--- src/hw/eth_flags_pkg.sv ---
/*
 package of constants and carriers for the ethernet interrupt-request flags
 and the non-back-to-back inter-packet gap block.
 assumes one 40 MHz clock, synchronous active-high reset, AXI4-Lite software side.
*/
package eth_flags_pkg;
   localparam int ADDR_W = 8;
   localparam int DATA_W = 32;
   localparam int GAP_W = 7;
   localparam int CNT_W = 8;

   // register byte addresses
   localparam logic [ADDR_W-1:0] OFS_IRQ = 8'h00;
   localparam logic [ADDR_W-1:0] OFS_IRQ_CLR = 8'h04;
   localparam logic [ADDR_W-1:0] OFS_IRQ_SET = 8'h08;
   localparam logic [ADDR_W-1:0] OFS_IRQ_TOGGLE = 8'h0C;
   localparam logic [ADDR_W-1:0] OFS_GAP = 8'h10;
   localparam logic [ADDR_W-1:0] OFS_CTRL = 8'h14;
   localparam logic [ADDR_W-1:0] OFS_COUNT = 8'h18;

   // interrupt request bit positions
   localparam int BIT_OVFLW = 0;
   localparam int BIT_BUFNA = 1;
   localparam int BIT_TX_ABORT = 2;
   localparam int BIT_TX_DONE = 3;
   localparam int BIT_UNUSED = 4;
   localparam int BIT_RX_ACTIVITY = 5;
   localparam int BIT_PEND = 6;
   localparam logic [DATA_W-1:0] STICKY_MASK = 32'h0000_002F;

   // gap register layout and reset values
   localparam int GAP1_LSB = 8;
   localparam int GAP2_LSB = 0;
   localparam logic [GAP_W-1:0] GAP1_RST = 7'h0C;
   localparam logic [GAP_W-1:0] GAP2_RST = 7'h12;

   // control register
   localparam int BIT_DEC = 0;

   localparam logic [1:0] RESP_OKAY = 2'h0;
   localparam logic [1:0] RESP_SLVERR = 2'h2;

   typedef struct packed {
      logic rx_stored;
      logic tx_done;
      logic [4:0] tx_abort_why;
      logic rx_desc_overrun;
      logic rx_fifo_overflow;
   } mac_events_t;

   typedef struct packed {
      logic [GAP_W-1:0] part_one;
      logic [GAP_W-1:0] part_two;
   } gap_cfg_t;

   typedef enum logic [1:0] {
      GAP_IDLE,
      GAP_PART_ONE,
      GAP_PART_TWO
   } gap_state_t;
endpackage

--- src/hw/gap_timer.sv ---
/*
 non-back-to-back inter-packet gap timer.
 assumes a carrier level already synchronised, one count per clock.
*/
`timescale 1ns/10ps
module gap_timer
   import eth_flags_pkg::*;
(
   input wire logic i_clk,
   input wire logic i_reset,
   input wire gap_cfg_t i_cfg,
   input wire logic i_carrier,
   input wire logic i_tx_request,
   output logic o_tx_go,
   output logic o_deferring
);
   gap_state_t state_r;
   gap_state_t state_nxt;
   logic [GAP_W-1:0] count_r;
   logic [GAP_W-1:0] count_nxt;
   logic go_nxt;

   wire logic part_one_end = (count_r >= i_cfg.part_one);
   wire logic part_two_end = (count_r >= i_cfg.part_two);

   always_comb begin
      state_nxt = state_r;
      count_nxt = count_r + 7'h01;
      go_nxt = 1'b0;
      unique case (state_r)
         GAP_IDLE: begin
            count_nxt = '0;
            if (i_tx_request && !i_carrier) begin
               state_nxt = GAP_PART_ONE;
            end
         end
         GAP_PART_ONE: begin
            if (i_carrier || !i_tx_request) begin
               // carrier inside part one defers; a withdrawn request stops timing
               state_nxt = GAP_IDLE;
            end else if (part_one_end) begin
               state_nxt = GAP_PART_TWO;
            end
         end
         GAP_PART_TWO: begin
            // carrier no longer looked at
            if (!i_tx_request) begin
               state_nxt = GAP_IDLE;
            end else if (part_two_end) begin
               state_nxt = GAP_IDLE;
               go_nxt = 1'b1;
            end
         end
      endcase
   end

   always_ff @(posedge i_clk) begin
      if (i_reset) begin
         state_r <= GAP_IDLE;
         count_r <= '0;
         o_tx_go <= 1'b0;
         o_deferring <= 1'b0;
      end else begin
         state_r <= state_nxt;
         count_r <= count_nxt;
         o_tx_go <= go_nxt;
         o_deferring <= i_tx_request && i_carrier && (state_r != GAP_PART_TWO);
      end
   end
endmodule

--- src/hw/eth_flags.sv ---
/*
 ethernet interrupt-request flags and inter-packet gap register with an
 AXI4-Lite slave. assumes mac events are one-cycle pulses on i_clk and the
 carrier sense pin is asynchronous.
*/
// The implementer's own choices: the AXI4-Lite slave port and the register addresses.
`timescale 1ns/10ps
module eth_flags
   import eth_flags_pkg::*;
(
   input wire logic i_clk,
   input wire logic i_reset,
   // axi4-lite write address
   input wire logic [ADDR_W-1:0] i_awaddr,
   input wire logic [2:0] i_awprot,
   input wire logic i_awvalid,
   output logic o_awready,
   // write data
   input wire logic [DATA_W-1:0] i_wdata,
   input wire logic [3:0] i_wstrb,
   input wire logic i_wvalid,
   output logic o_wready,
   // write response
   output logic [1:0] o_bresp,
   output logic o_bvalid,
   input wire logic i_bready,
   // read address
   input wire logic [ADDR_W-1:0] i_araddr,
   input wire logic [2:0] i_arprot,
   input wire logic i_arvalid,
   output logic o_arready,
   // read data
   output logic [DATA_W-1:0] o_rdata,
   output logic [1:0] o_rresp,
   output logic o_rvalid,
   input wire logic i_rready,
   // mac and buffer manager side
   input wire mac_events_t i_events,
   input wire logic [CNT_W-1:0] i_rx_buffer_counter,
   output logic o_rx_counter_decrement,
   output logic o_packet_pending_flag,
   // gap timing
   input wire logic i_carrier_sense,
   input wire logic i_tx_request,
   output logic o_tx_go,
   output logic o_deferring
);
   // merge write data into an old value under the byte strobes
   function automatic logic [DATA_W-1:0] strobe_merge(input logic [DATA_W-1:0] old_v,
                                                      input logic [DATA_W-1:0] new_v,
                                                      input logic [3:0] strb);
      logic [DATA_W-1:0] res;
      res = old_v;
      for (int b = 0; b < 4; b++) begin
         if (strb[b]) begin
            res[b*8 +: 8] = new_v[b*8 +: 8];
         end
      end
      return res;
   endfunction

   // true for any mapped register address
   function automatic logic is_mapped(input logic [ADDR_W-1:0] a);
      return (a == OFS_IRQ) || (a == OFS_IRQ_CLR) || (a == OFS_IRQ_SET) ||
             (a == OFS_IRQ_TOGGLE) || (a == OFS_GAP) || (a == OFS_CTRL) ||
             (a == OFS_COUNT);
   endfunction

   // write channel state
   logic aw_held_r;
   logic w_held_r;
   logic [ADDR_W-1:0] waddr_r;
   logic [DATA_W-1:0] wdata_r;
   logic [3:0] wstrb_r;
   logic awready_r;
   logic wready_r;
   logic bvalid_r;
   logic [1:0] bresp_r;

   // read channel state
   logic arready_r;
   logic rvalid_r;
   logic [DATA_W-1:0] rdata_r;
   logic [1:0] rresp_r;

   // block state
   logic [DATA_W-1:0] sticky_r;
   logic [DATA_W-1:0] sticky_nxt;
   logic pending_r;
   logic dec_r;
   gap_cfg_t gap_r;
   gap_cfg_t gap_nxt;
   logic carrier_meta_r;
   logic carrier_sync_r;

   wire logic aw_fire = i_awvalid && awready_r;
   wire logic w_fire = i_wvalid && wready_r;
   wire logic ar_fire = i_arvalid && arready_r;
   wire logic wr_do = aw_held_r && w_held_r && !bvalid_r;
   // the counter is read-only, so a write to it is refused
   wire logic wr_ok = is_mapped(waddr_r) && (waddr_r != OFS_COUNT);

   // one decoded strobe per register write
   wire logic wr_irq = wr_do && (waddr_r == OFS_IRQ);
   wire logic wr_clr = wr_do && (waddr_r == OFS_IRQ_CLR);
   wire logic wr_set = wr_do && (waddr_r == OFS_IRQ_SET);
   wire logic wr_toggle = wr_do && (waddr_r == OFS_IRQ_TOGGLE);
   wire logic wr_gap = wr_do && (waddr_r == OFS_GAP);
   wire logic wr_ctrl = wr_do && (waddr_r == OFS_CTRL);

   wire logic [DATA_W-1:0] wr_val = strobe_merge('0, wdata_r, wstrb_r);
   // bits 31:15 and 7 of the gap word read zero
   wire logic [DATA_W-1:0] gap_word =
      {17'h0, gap_r.part_one, 1'b0, gap_r.part_two};
   wire logic [DATA_W-1:0] gap_word_nxt = strobe_merge(gap_word, wdata_r, wstrb_r);

   // any listed abort reason raises the abort event
   wire logic abort_ev = |i_events.tx_abort_why;

   // hardware events as a word at their bit positions
   wire logic [DATA_W-1:0] event_word =
      (DATA_W'(i_events.rx_stored) << BIT_RX_ACTIVITY) |
      (DATA_W'(i_events.tx_done) << BIT_TX_DONE) |
      (DATA_W'(abort_ev) << BIT_TX_ABORT) |
      (DATA_W'(i_events.rx_desc_overrun) << BIT_BUFNA) |
      (DATA_W'(i_events.rx_fifo_overflow) << BIT_OVFLW);

   // software view of the sticky flags before events
   logic [DATA_W-1:0] sticky_sw;
   always_comb begin
      sticky_sw = sticky_r;
      if (wr_irq) begin
         sticky_sw = strobe_merge(sticky_r, wdata_r, wstrb_r);
      end else if (wr_clr) begin
         sticky_sw = sticky_r & ~wr_val;
      end else if (wr_set) begin
         sticky_sw = sticky_r | wr_val;
      end else if (wr_toggle) begin
         sticky_sw = sticky_r ^ wr_val;
      end
   end

   // events win over a clear in the same cycle; bit four never stored
   assign sticky_nxt = (sticky_sw | event_word) & STICKY_MASK;

   always_comb begin
      gap_nxt = gap_r;
      if (wr_gap) begin
         gap_nxt.part_one = gap_word_nxt[GAP1_LSB +: GAP_W];
         gap_nxt.part_two = gap_word_nxt[GAP2_LSB +: GAP_W];
      end
   end

   // decrement request from the control register
   wire logic dec_nxt = wr_ctrl && wstrb_r[0] && wdata_r[BIT_DEC];

   // read mux
   wire logic [DATA_W-1:0] irq_word =
      sticky_r | (DATA_W'(pending_r) << BIT_PEND);
   logic [DATA_W-1:0] rd_val;
   always_comb begin
      rd_val = '0;
      unique case (i_araddr)
         OFS_IRQ, OFS_IRQ_CLR, OFS_IRQ_SET, OFS_IRQ_TOGGLE: begin
            rd_val = irq_word;
         end
         OFS_GAP: begin
            rd_val = gap_word;
         end
         OFS_COUNT: begin
            rd_val = DATA_W'(i_rx_buffer_counter);
         end
         // control bits are write-only strobes
         OFS_CTRL: begin
            rd_val = '0;
         end
         default: begin
            rd_val = '0;
         end
      endcase
   end

   // write address and data capture
   // a held address or data word blocks its channel until the response is taken
   always_ff @(posedge i_clk) begin
      if (i_reset) begin
         aw_held_r <= 1'b0;
         waddr_r <= '0;
         awready_r <= 1'b0;
      end else begin
         if (aw_fire) begin
            aw_held_r <= 1'b1;
            waddr_r <= {i_awaddr[ADDR_W-1:2], 2'b00};
         end else if (bvalid_r && i_bready) begin
            aw_held_r <= 1'b0;
         end
         awready_r <= !aw_held_r && !aw_fire;
      end
   end

   always_ff @(posedge i_clk) begin
      if (i_reset) begin
         w_held_r <= 1'b0;
         wdata_r <= '0;
         wstrb_r <= '0;
         wready_r <= 1'b0;
      end else begin
         if (w_fire) begin
            w_held_r <= 1'b1;
            wdata_r <= i_wdata;
            wstrb_r <= i_wstrb;
         end else if (bvalid_r && i_bready) begin
            w_held_r <= 1'b0;
         end
         wready_r <= !w_held_r && !w_fire;
      end
   end

   // write response
   always_ff @(posedge i_clk) begin
      if (i_reset) begin
         bvalid_r <= 1'b0;
         bresp_r <= RESP_OKAY;
      end else if (wr_do) begin
         bvalid_r <= 1'b1;
         bresp_r <= wr_ok ? RESP_OKAY : RESP_SLVERR;
      end else if (bvalid_r && i_bready) begin
         bvalid_r <= 1'b0;
      end
   end

   // read channel
   // arready stays low the cycle after a handshake: one read under way at a time
   always_ff @(posedge i_clk) begin
      if (i_reset) begin
         arready_r <= 1'b0;
         rvalid_r <= 1'b0;
         rdata_r <= '0;
         rresp_r <= RESP_OKAY;
      end else begin
         if (ar_fire) begin
            rvalid_r <= 1'b1;
            rdata_r <= rd_val;
            rresp_r <= is_mapped(i_araddr) ? RESP_OKAY : RESP_SLVERR;
         end else if (rvalid_r && i_rready) begin
            rvalid_r <= 1'b0;
         end
         arready_r <= !rvalid_r && !ar_fire && !(arready_r && i_arvalid);
      end
   end

   // flag and configuration registers
   always_ff @(posedge i_clk) begin
      if (i_reset) begin
         sticky_r <= '0;
         gap_r.part_one <= GAP1_RST;
         gap_r.part_two <= GAP2_RST;
         dec_r <= 1'b0;
      end else begin
         sticky_r <= sticky_nxt;
         gap_r <= gap_nxt;
         dec_r <= dec_nxt;
      end
   end

   // pending follows the counter; no write path reaches it
   always_ff @(posedge i_clk) begin
      if (i_reset) begin
         pending_r <= 1'b0;
      end else begin
         pending_r <= (i_rx_buffer_counter != '0);
      end
   end

   // carrier sense pin synchroniser
   always_ff @(posedge i_clk) begin
      if (i_reset) begin
         carrier_meta_r <= 1'b0;
         carrier_sync_r <= 1'b0;
      end else begin
         carrier_meta_r <= i_carrier_sense;
         carrier_sync_r <= carrier_meta_r;
      end
   end

   gap_timer u_gap_timer (
      .i_clk(i_clk),
      .i_reset(i_reset),
      .i_cfg(gap_r),
      .i_carrier(carrier_sync_r),
      .i_tx_request(i_tx_request),
      .o_tx_go(o_tx_go),
      .o_deferring(o_deferring)
   );

   // every output comes straight from its flip-flop
   assign o_awready = awready_r;
   assign o_wready = wready_r;
   assign o_bvalid = bvalid_r;
   assign o_bresp = bresp_r;
   assign o_arready = arready_r;
   assign o_rvalid = rvalid_r;
   assign o_rdata = rdata_r;
   assign o_rresp = rresp_r;
   assign o_rx_counter_decrement = dec_r;
   assign o_packet_pending_flag = pending_r;
endmodule

--- config.mk ---
export PLATFORM = sky130hd
export DESIGN_NAME = eth_flags
export DESIGN_NICKNAME = d
export VERILOG_FILES = /design/src/hw/eth_flags_pkg.sv /design/src/hw/gap_timer.sv /design/src/hw/eth_flags.sv
export SDC_FILE = /design/constraint.sdc
export NUM_CORES = 1
export LEC_CHECK = 0
export BUFFER_PORTS_ARGS = -buffer_cell sky130_fd_sc_hd__buf_4
export CORE_MARGIN = 3
export CORE_UTILIZATION = 46
export CTS_CLUSTER_SIZE = 10
export DETAILED_ROUTE_END_ITERATION = 8
export GPL_ROUTABILITY_DRIVEN = 1
export PLACE_DENSITY = 0.76
export SETUP_SLACK_MARGIN = 0.02
export SYNTH_ARGS = -nofsm -noshare
export SYNTH_HDL_FRONTEND = slang
export SYNTH_SLANG_ARGS = --single-unit
--- constraint.sdc ---
create_clock -name i_clk -period 2 [get_ports i_clk]
set_input_delay 0.5 -clock i_clk [delete_from_list [all_inputs] [get_ports i_clk]]
set_output_delay 0.5 -clock i_clk [all_outputs]
set_load 0.02 [all_outputs]
==> flow_summary_export.csv, run 1 <==
group,metric,value,unit
outcome,outcome,"finished clean",
final_layout,nets,662,
synthesis,avgSynthCellArea,8.64,sq um
routing,ant_nets,0,
floorplanning,core,8300,sq um
placed_design,globalplace.congestion,0.831,
critical_path,crit_family,"compound AO/OA/AOI/OAI gates",
synthesis,synth_edf_count,0,
critical_path,slowest_delay,370,ps
synthesis,yosysSeqAreaShare,40.5,%
global_routing,track_usage,18.8,%
floorplanning,chipHeight,98.8,microns
global_routing,first_global_vias,3315,
final_layout,fin_cells,659,
placed_design,dp_cells,639,
global_routing,antenna_found_initial,0,
timing,fin_tns_setup,0,ps
synthesis,synth_common_cells,"80 x dfxtp_1, 73 x nand2_1, 44 x a21oi_1, 32 x nor2_1, 28 x ha_1",
final_layout,layout.area.seq,1610,sq um
cts,root_buffer,"clkbuf_8",
timing,whs,380,ps
synthesis,yosysTopAreaCell,"dfxtp_1",
floorplanning,initial_core_util,47.7,%
hold_path,hold_class,"in -> reg",
critical_path,worstPathArrival,2200,ps
pwr,ir_worst_vdd,0.309,mV
final_layout,antenna_cells,0,
critical_path,slowest_stage,"a221o_1",
routing,drc_errors,0,
synthesis,synth.cell_area,3960,sq um
placed_design,hpwl,6910,microns
cts,clock_latency,350,ps
routing,initialDrtViolationCount,150,
routing,totalWireLength,9230,microns
floorplanning,fp-row-count,33,
global_routing,grt_pass1_wl,15100,microns
cts,cts_tree,"done",
critical_path,cp_cell_sequence,"inv_2 -> ha_4 -> and3_4 -> a221o_1 -> a311oi_2 -> a211oi_2 -> mux2_1",
synthesis,synth_ff_type,"dfxtp_1",
timing,finalMaxSlewViolations,0,
pwr,p_leak,2.08,nW
synthesis,synth-async-reset-ratio,0,%
timing,slew_headroom,60.4,%
timing,fin_crit_sh,98.7,%
routing,drt-pass1-iter-count,4,
timing,hold_viol_final,0,
final_layout,drive_gt1_share,26.9,%
synthesis,yosysMostFrequentCell,"dfxtp_1",
synthesis,ys_ff_latch,80,
timing,setup_ws,26.0,ps
synthesis,yosys_warnings,0,
timing,final.min_clock_period,1970,ps
routing,vias,3532,
final_layout,area_delta_synth_final,24.7,%
floorplanning,die_w,98.8,microns
critical_path,end_kind,"flip-flop",
synthesis,synthCells,458,
cts,clock-sinks,80,
final_layout,multi_input_area,2140,sq um
critical_path,cp.buffers_inverters,1,
pwr,power_density,621,nW/um^2
timing,setup_viol,0,
critical_path,critical_path_class,"reg -> reg",
floorplanning,dieArea,9760,sq um
critical_path,crit_fanout,2,
floorplanning,num_io_pins,129,
synthesis,yosysUniqueCellTypes,51,
placed_design,dp_slack,-171,ps
routing,vias_per_cell,5.36,
timing,rsz0062_at_grt,"yes",
synthesis,ys_top_cells_by_area,"dfxtp_1 40%, ha_1 8.8%, nand2_1 6.9%, a21oi_1 5.6%, buf_4 3.8%",
critical_path,required,2230,ps
placed_design,place.port_buffers,81,
global_routing,overflow,0,
cts,htree_levels,3,
cts,cts_buffers,9,
cts,cts_hold_buf,0,
global_routing,grt_start_max_net_pins,41,
routing,wl_per_cell,14.0,microns
cts,clk_pin_slew,80,ps
final_layout,fillers,739,
timing,maxClockFrequency,507,MHz
critical_path,start_kind,"flip-flop",
job,max_cap_viol_count,0,
timing,tightest_slew,595,ps
cts,cts_buffer_depth,2,
synthesis,yosys.area.top_type_share,40.5,%
timing,skew,9.25,ps
pwr,total_power,3.07,mW
## metrics by stage
step | cell area [sq um] | util, %
finish | 4940 | 59.5
global route | 4940 | 59.5
CTS | 4890 | 59.0
detailed placement | 4690 | 56.6
global placement | 4690 | 56.6
floorplan | 4030 | -
## final timing paths
check / start / end / slack [ps] / cells after the start
max: gap_r[4] / u_gap_timer.state_r[0] / 30 / 7
min: i_carrier_sense / carrier_meta_r / 380 / 2
max reg2reg: gap_r[4] / u_gap_timer.state_r[0] / 30 / 7
min reg2reg: carrier_meta_r / carrier_sync_r / 450 / 1
## worst reg2reg max path, cell delays in order (launching register included)
cell and delay (ps):
dfxtp_2 340, inv_2 60, ha_4 230, and3_4 140, a221o_1 370, a311oi_2 310
a211oi_2 80, mux2_1 320
## power breakdown
part | internal, mW | total [mW] | switching, mW
clock | 0.446 | 0.986 | 0.541
combinational | 0.171 | 0.389 | 0.218
sequential | 1.64 | 1.69 | 0.0479
## final cells by class
type                    count  share of cell area, %
flip-flops and latches     80                   32.6
clock inverters             1                  0.101
clock buffers              14                   2.89
well taps                 105                   2.66
repair buffers            104                   16.3
multi-input cells         328                   43.4
inverters                  27                   2.05
## repair_timing
item                                    CTS  global route
endpoints found under the setup margin    4             2
pin swaps                                 4             6
setup buffers                             1             4
resized for setup                         9             6
## layout by cell type (no fill, tap or decap), drive strengths merged, types with 3 or more instances in the layout
master / Yosys / routed
nor2: 34 / 34
a222oi: 6 / 6
a21o: 6 / 6
o21ai: 8 / 8
inv: 27 / 27
nor3: 6 / 6
dfxtp: 80 / 80
conb: 1 / 19
clkbuf: 13 / 14
mux2i: 10 / 10
nand3: 19 / 19
nor2b: 4 / 4
xnor2: 3 / 3
a21oi: 44 / 44
nor4: 4 / 4
and3: 3 / 3
nand4: 3 / 3
or4: 3 / 3
ha: 28 / 28
a211oi: 3 / 3
and2: 4 / 4
a211o: 5 / 5
nand2b: 3 / 3
nand2: 76 / 76
o221ai: 5 / 5
buf: 28 / 104
a221oi: 11 / 11
## routing by layer
| metal | share of wire, % | vias to the layer above | global-route usage (%) |
|---|---|---|---|
| met5 | 0 | - | 0 |
| met4 | 1.7 | 0 | 8.19 |
| met3 | 5.8 | 14 | 3.61 |
| met2 | 48 | 101 | 29.9 |
| met1 | 44 | 1674 | 24.8 |
| li1 | - | 1743 | - |
## cell families after synthesis
logic type | Yosys count | synth area share (%)
AOI/OAI and AO/OA | 94 | 16.8
xor gates and xnor gates | 5 | 1.11
adders and majority gates | 28 | 8.85
buffers and inverters | 68 | 8.60
DFF | 80 | 40.5
muxes | 11 | 2.81
other | 1 | 0.0947
and+or+nand+nor | 171 | 21.2
## flip-flops by register name (all words and copies together) (netlist names), 2 cells and up
register,cells
gap_r,14
o_rdata,15
sticky_r,5
u_gap_timer.count_r,7
u_gap_timer.state_r,2
waddr_r,6
wdata_r,14
wstrb_r,2
Power figures use the tool's default switching activity.
==> run 2, diff against run 1 <==
--- a/config.mk
+++ b/config.mk
@@ -15,4 +15,5 @@
 export SETUP_SLACK_MARGIN = 0.02
 export SYNTH_ARGS = -nofsm -noshare
 export SYNTH_HDL_FRONTEND = slang
+export SYNTH_HIERARCHICAL = 1
 export SYNTH_SLANG_ARGS = --single-unit
==> run 2 against run 1 <==
Synthesized cell count is 2.4% higher. Fmax grew 11%. Sequential power about the same. Final cell count shrank 0.15%. Critical path depth unchanged. Critical path type unchanged. Clock power rose by 21%.
==> flow_summary_export.csv, run 2 <==
group,metric,value,unit
routing,wl_per_cell,14.4,microns
routing,vias,3459,
final_layout,nets,660,
timing,slew_headroom,61.1,%
job,max_cap_viol_count,0,
floorplanning,chipHeight,100,microns
synthesis,synth_ff_type,"dfxtp_1",
critical_path,end_kind,"flip-flop",
cts,cts_resized,0,
floorplanning,initial_core_util,48.7,%
timing,final.min_clock_period,1780,ps
cts,htree_levels,3,
pwr,total_power,3.34,mW
synthesis,synth-async-reset-ratio,0,%
synthesis,avgSynthCellArea,8.75,sq um
synthesis,synth.cell_area,4110,sq um
final_layout,stdcell_area,4920,sq um
placed_design,place_area,4720,sq um
global_routing,first_global_vias,3322,
floorplanning,fp-row-count,33,
final_layout,area_delta_synth_final,19.7,%
cts,clock_latency,350,ps
synthesis,synth_common_cells,"80 x dfxtp_1, 60 x nand2_1, 44 x nor2_1, 41 x a21oi_1, 28 x ha_1",
final_layout,largest_register_ffs,15,
cts,post_cts_buffers,0,
floorplanning,dieArea,10100,sq um
hold_path,hold_class,"in -> reg",
pwr,ir_worst_vdd,0.390,mV
final_layout,antenna_cells,0,
timing,maxClockFrequency,561,MHz
floorplanning,num_io_pins,129,
critical_path,cp_cell_sequence,"inv_1 -> ha_1 -> nand2_1 -> o21ai_1 -> a211oi_2 -> o311ai_0 -> o41ai_1",
timing,finalMaxSlewViolations,0,
timing,tightest_slew,583,ps
cts,cts_buffer_depth,2,
pwr,power_density,679,nW/um^2
routing,vias_per_cell,5.26,
synthesis,yosysUniqueCellTypes,64,
timing,setup_viol,0,
global_routing,grt_start_max_net_pins,45,
cts,cts_tree,"done",
timing,hold_viol_final,0,
global_routing,antenna_found_initial,0,
critical_path,worstPathArrival,2010,ps
synthesis,yosys_warnings,6,
final_layout,final_cell_mix,"91 x buf_4, 80 x dfxtp_1, 60 x nand2_1, 44 x nor2_1, 41 x a21oi_1",
timing,whs,372,ps
synthesis,yosysTopAreaCell,"dfxtp_1",
synthesis,synthCells,469,
cts,cts_buffers,9,
floorplanning,die_w,100,microns
cts,root_buffer,"clkbuf_8",
critical_path,required,2230,ps
synthesis,synth_edf_count,0,
final_layout,final_common_cell,"buf_4",
outcome,outcome,"finished clean",
routing,drc_errors,0,
global_routing,grt_pass1_wl,15300,microns
timing,skew,9.66,ps
synthesis,yosys.area.top_type_share,39.0,%
placed_design,globalplace.congestion,0.860,
critical_path,crit_fanout,4,
global_routing,overflow,0,
critical_path,start_kind,"flip-flop",
timing,rsz0062_at_grt,"no",
final_layout,postLayoutCoreUtil,58.4,%
routing,totalWireLength,9460,microns
timing,fin_crit_sh,89.1,%
placed_design,place.port_buffers,81,
placed_design,hpwl,7260,microns
final_layout,drive_gt1_share,23.7,%
routing,drt-pass1-iter-count,4,
floorplanning,core,8420,sq um
routing,initialDrtViolationCount,108,
synthesis,ys_ff_latch,80,
pwr,p_leak,2.14,nW
synthesis,yosysSeqAreaShare,39.0,%
cts,clk_pin_slew,80,ps
cts,cts_hold_buf,0,
global_routing,track_usage,18.7,%
cts,clock-sinks,80,
critical_path,slowest_delay,420,ps
synthesis,ys_top_cells_by_area,"dfxtp_1 39%, ha_1 8.5%, nand2_1 5.5%, a21oi_1 5.0%, nor2_1 4.0%",
critical_path,slowest_stage,"dfxtp_1",
synthesis,yosysMostFrequentCell,"dfxtp_1",
routing,ant_nets,0,
critical_path,critical_path_class,"reg -> reg",
run 2: area by class of cell:
class | count | area, sq um
Inverter | 25 | 93.8
Clock inverter | 7 | 70.1
Clock buffer | 9 | 124
Tap cell | 105 | 131
Timing Repair Buffer | 91 | 683
Sequential cell | 80 | 1600
Fill cell | 783 | 3510
Multi-Input combinational cell | 341 | 2210
run 2: final timing paths:
check,startpoint,end,slack [ps],cells after the start
setup / recovery,gap_r[6],u_gap_timer/state_r[1],220,7
hold / removal,i_carrier_sense,carrier_meta_r,370,2
setup reg to reg,gap_r[6],u_gap_timer/state_r[1],220,7
hold reg to reg,wdata_r[13],wdata_r[13],460,2
run 2: where the power goes:
group | leakage [nW] | switching [mW] | internal [mW]
sequential | 0.651 | 0.0540 | 1.64
clock | 0.0998 | 0.611 | 0.579
combinational | 1.38 | 0.243 | 0.205
run 2: kinds of logic after synthesis:
kind of cell | after synthesis | share of synthesized area (%)
xor gates and xnor gates | 5 | 1.07
muxes | 17 | 4.48
and+or+nand+nor | 176 | 22.1
other | 1 | 0.0913
buffers and inverters | 66 | 8.75
AOI/OAI and AO/OA | 96 | 15.9
adders and majority gates | 28 | 8.53
DFF | 80 | 39.0
run 2: critical path, delay by kind of cell (launching register included):
kind | cells | cell delay, ps
adder cells (fa/ha/maj) | 1 | 300
buffers and inverters | 1 | 70
flip-flops | 1 | 420
AO/OA/AOI/OAI | 4 | 790
AND/OR/NAND/NOR | 1 | 80
run 2: layer usage:
metal,up-vias,track usage [%],wire length (microns)
li1,1759,-,-
met1,1587,24.6,4420
met2,97,30.6,4400
met3,16,3.18,491
met4,0,7.67,148
met5,-,0,0
run 2: per-stage QoR:
stage	worst slack (ps)	TNS (ps)	std cells
CTS	224	0	658
global route	103	0	658
floorplan	256	0	487
global placement	29.9	0	642
detailed placement	-10.7	-13.1	642
finish	218	0	658
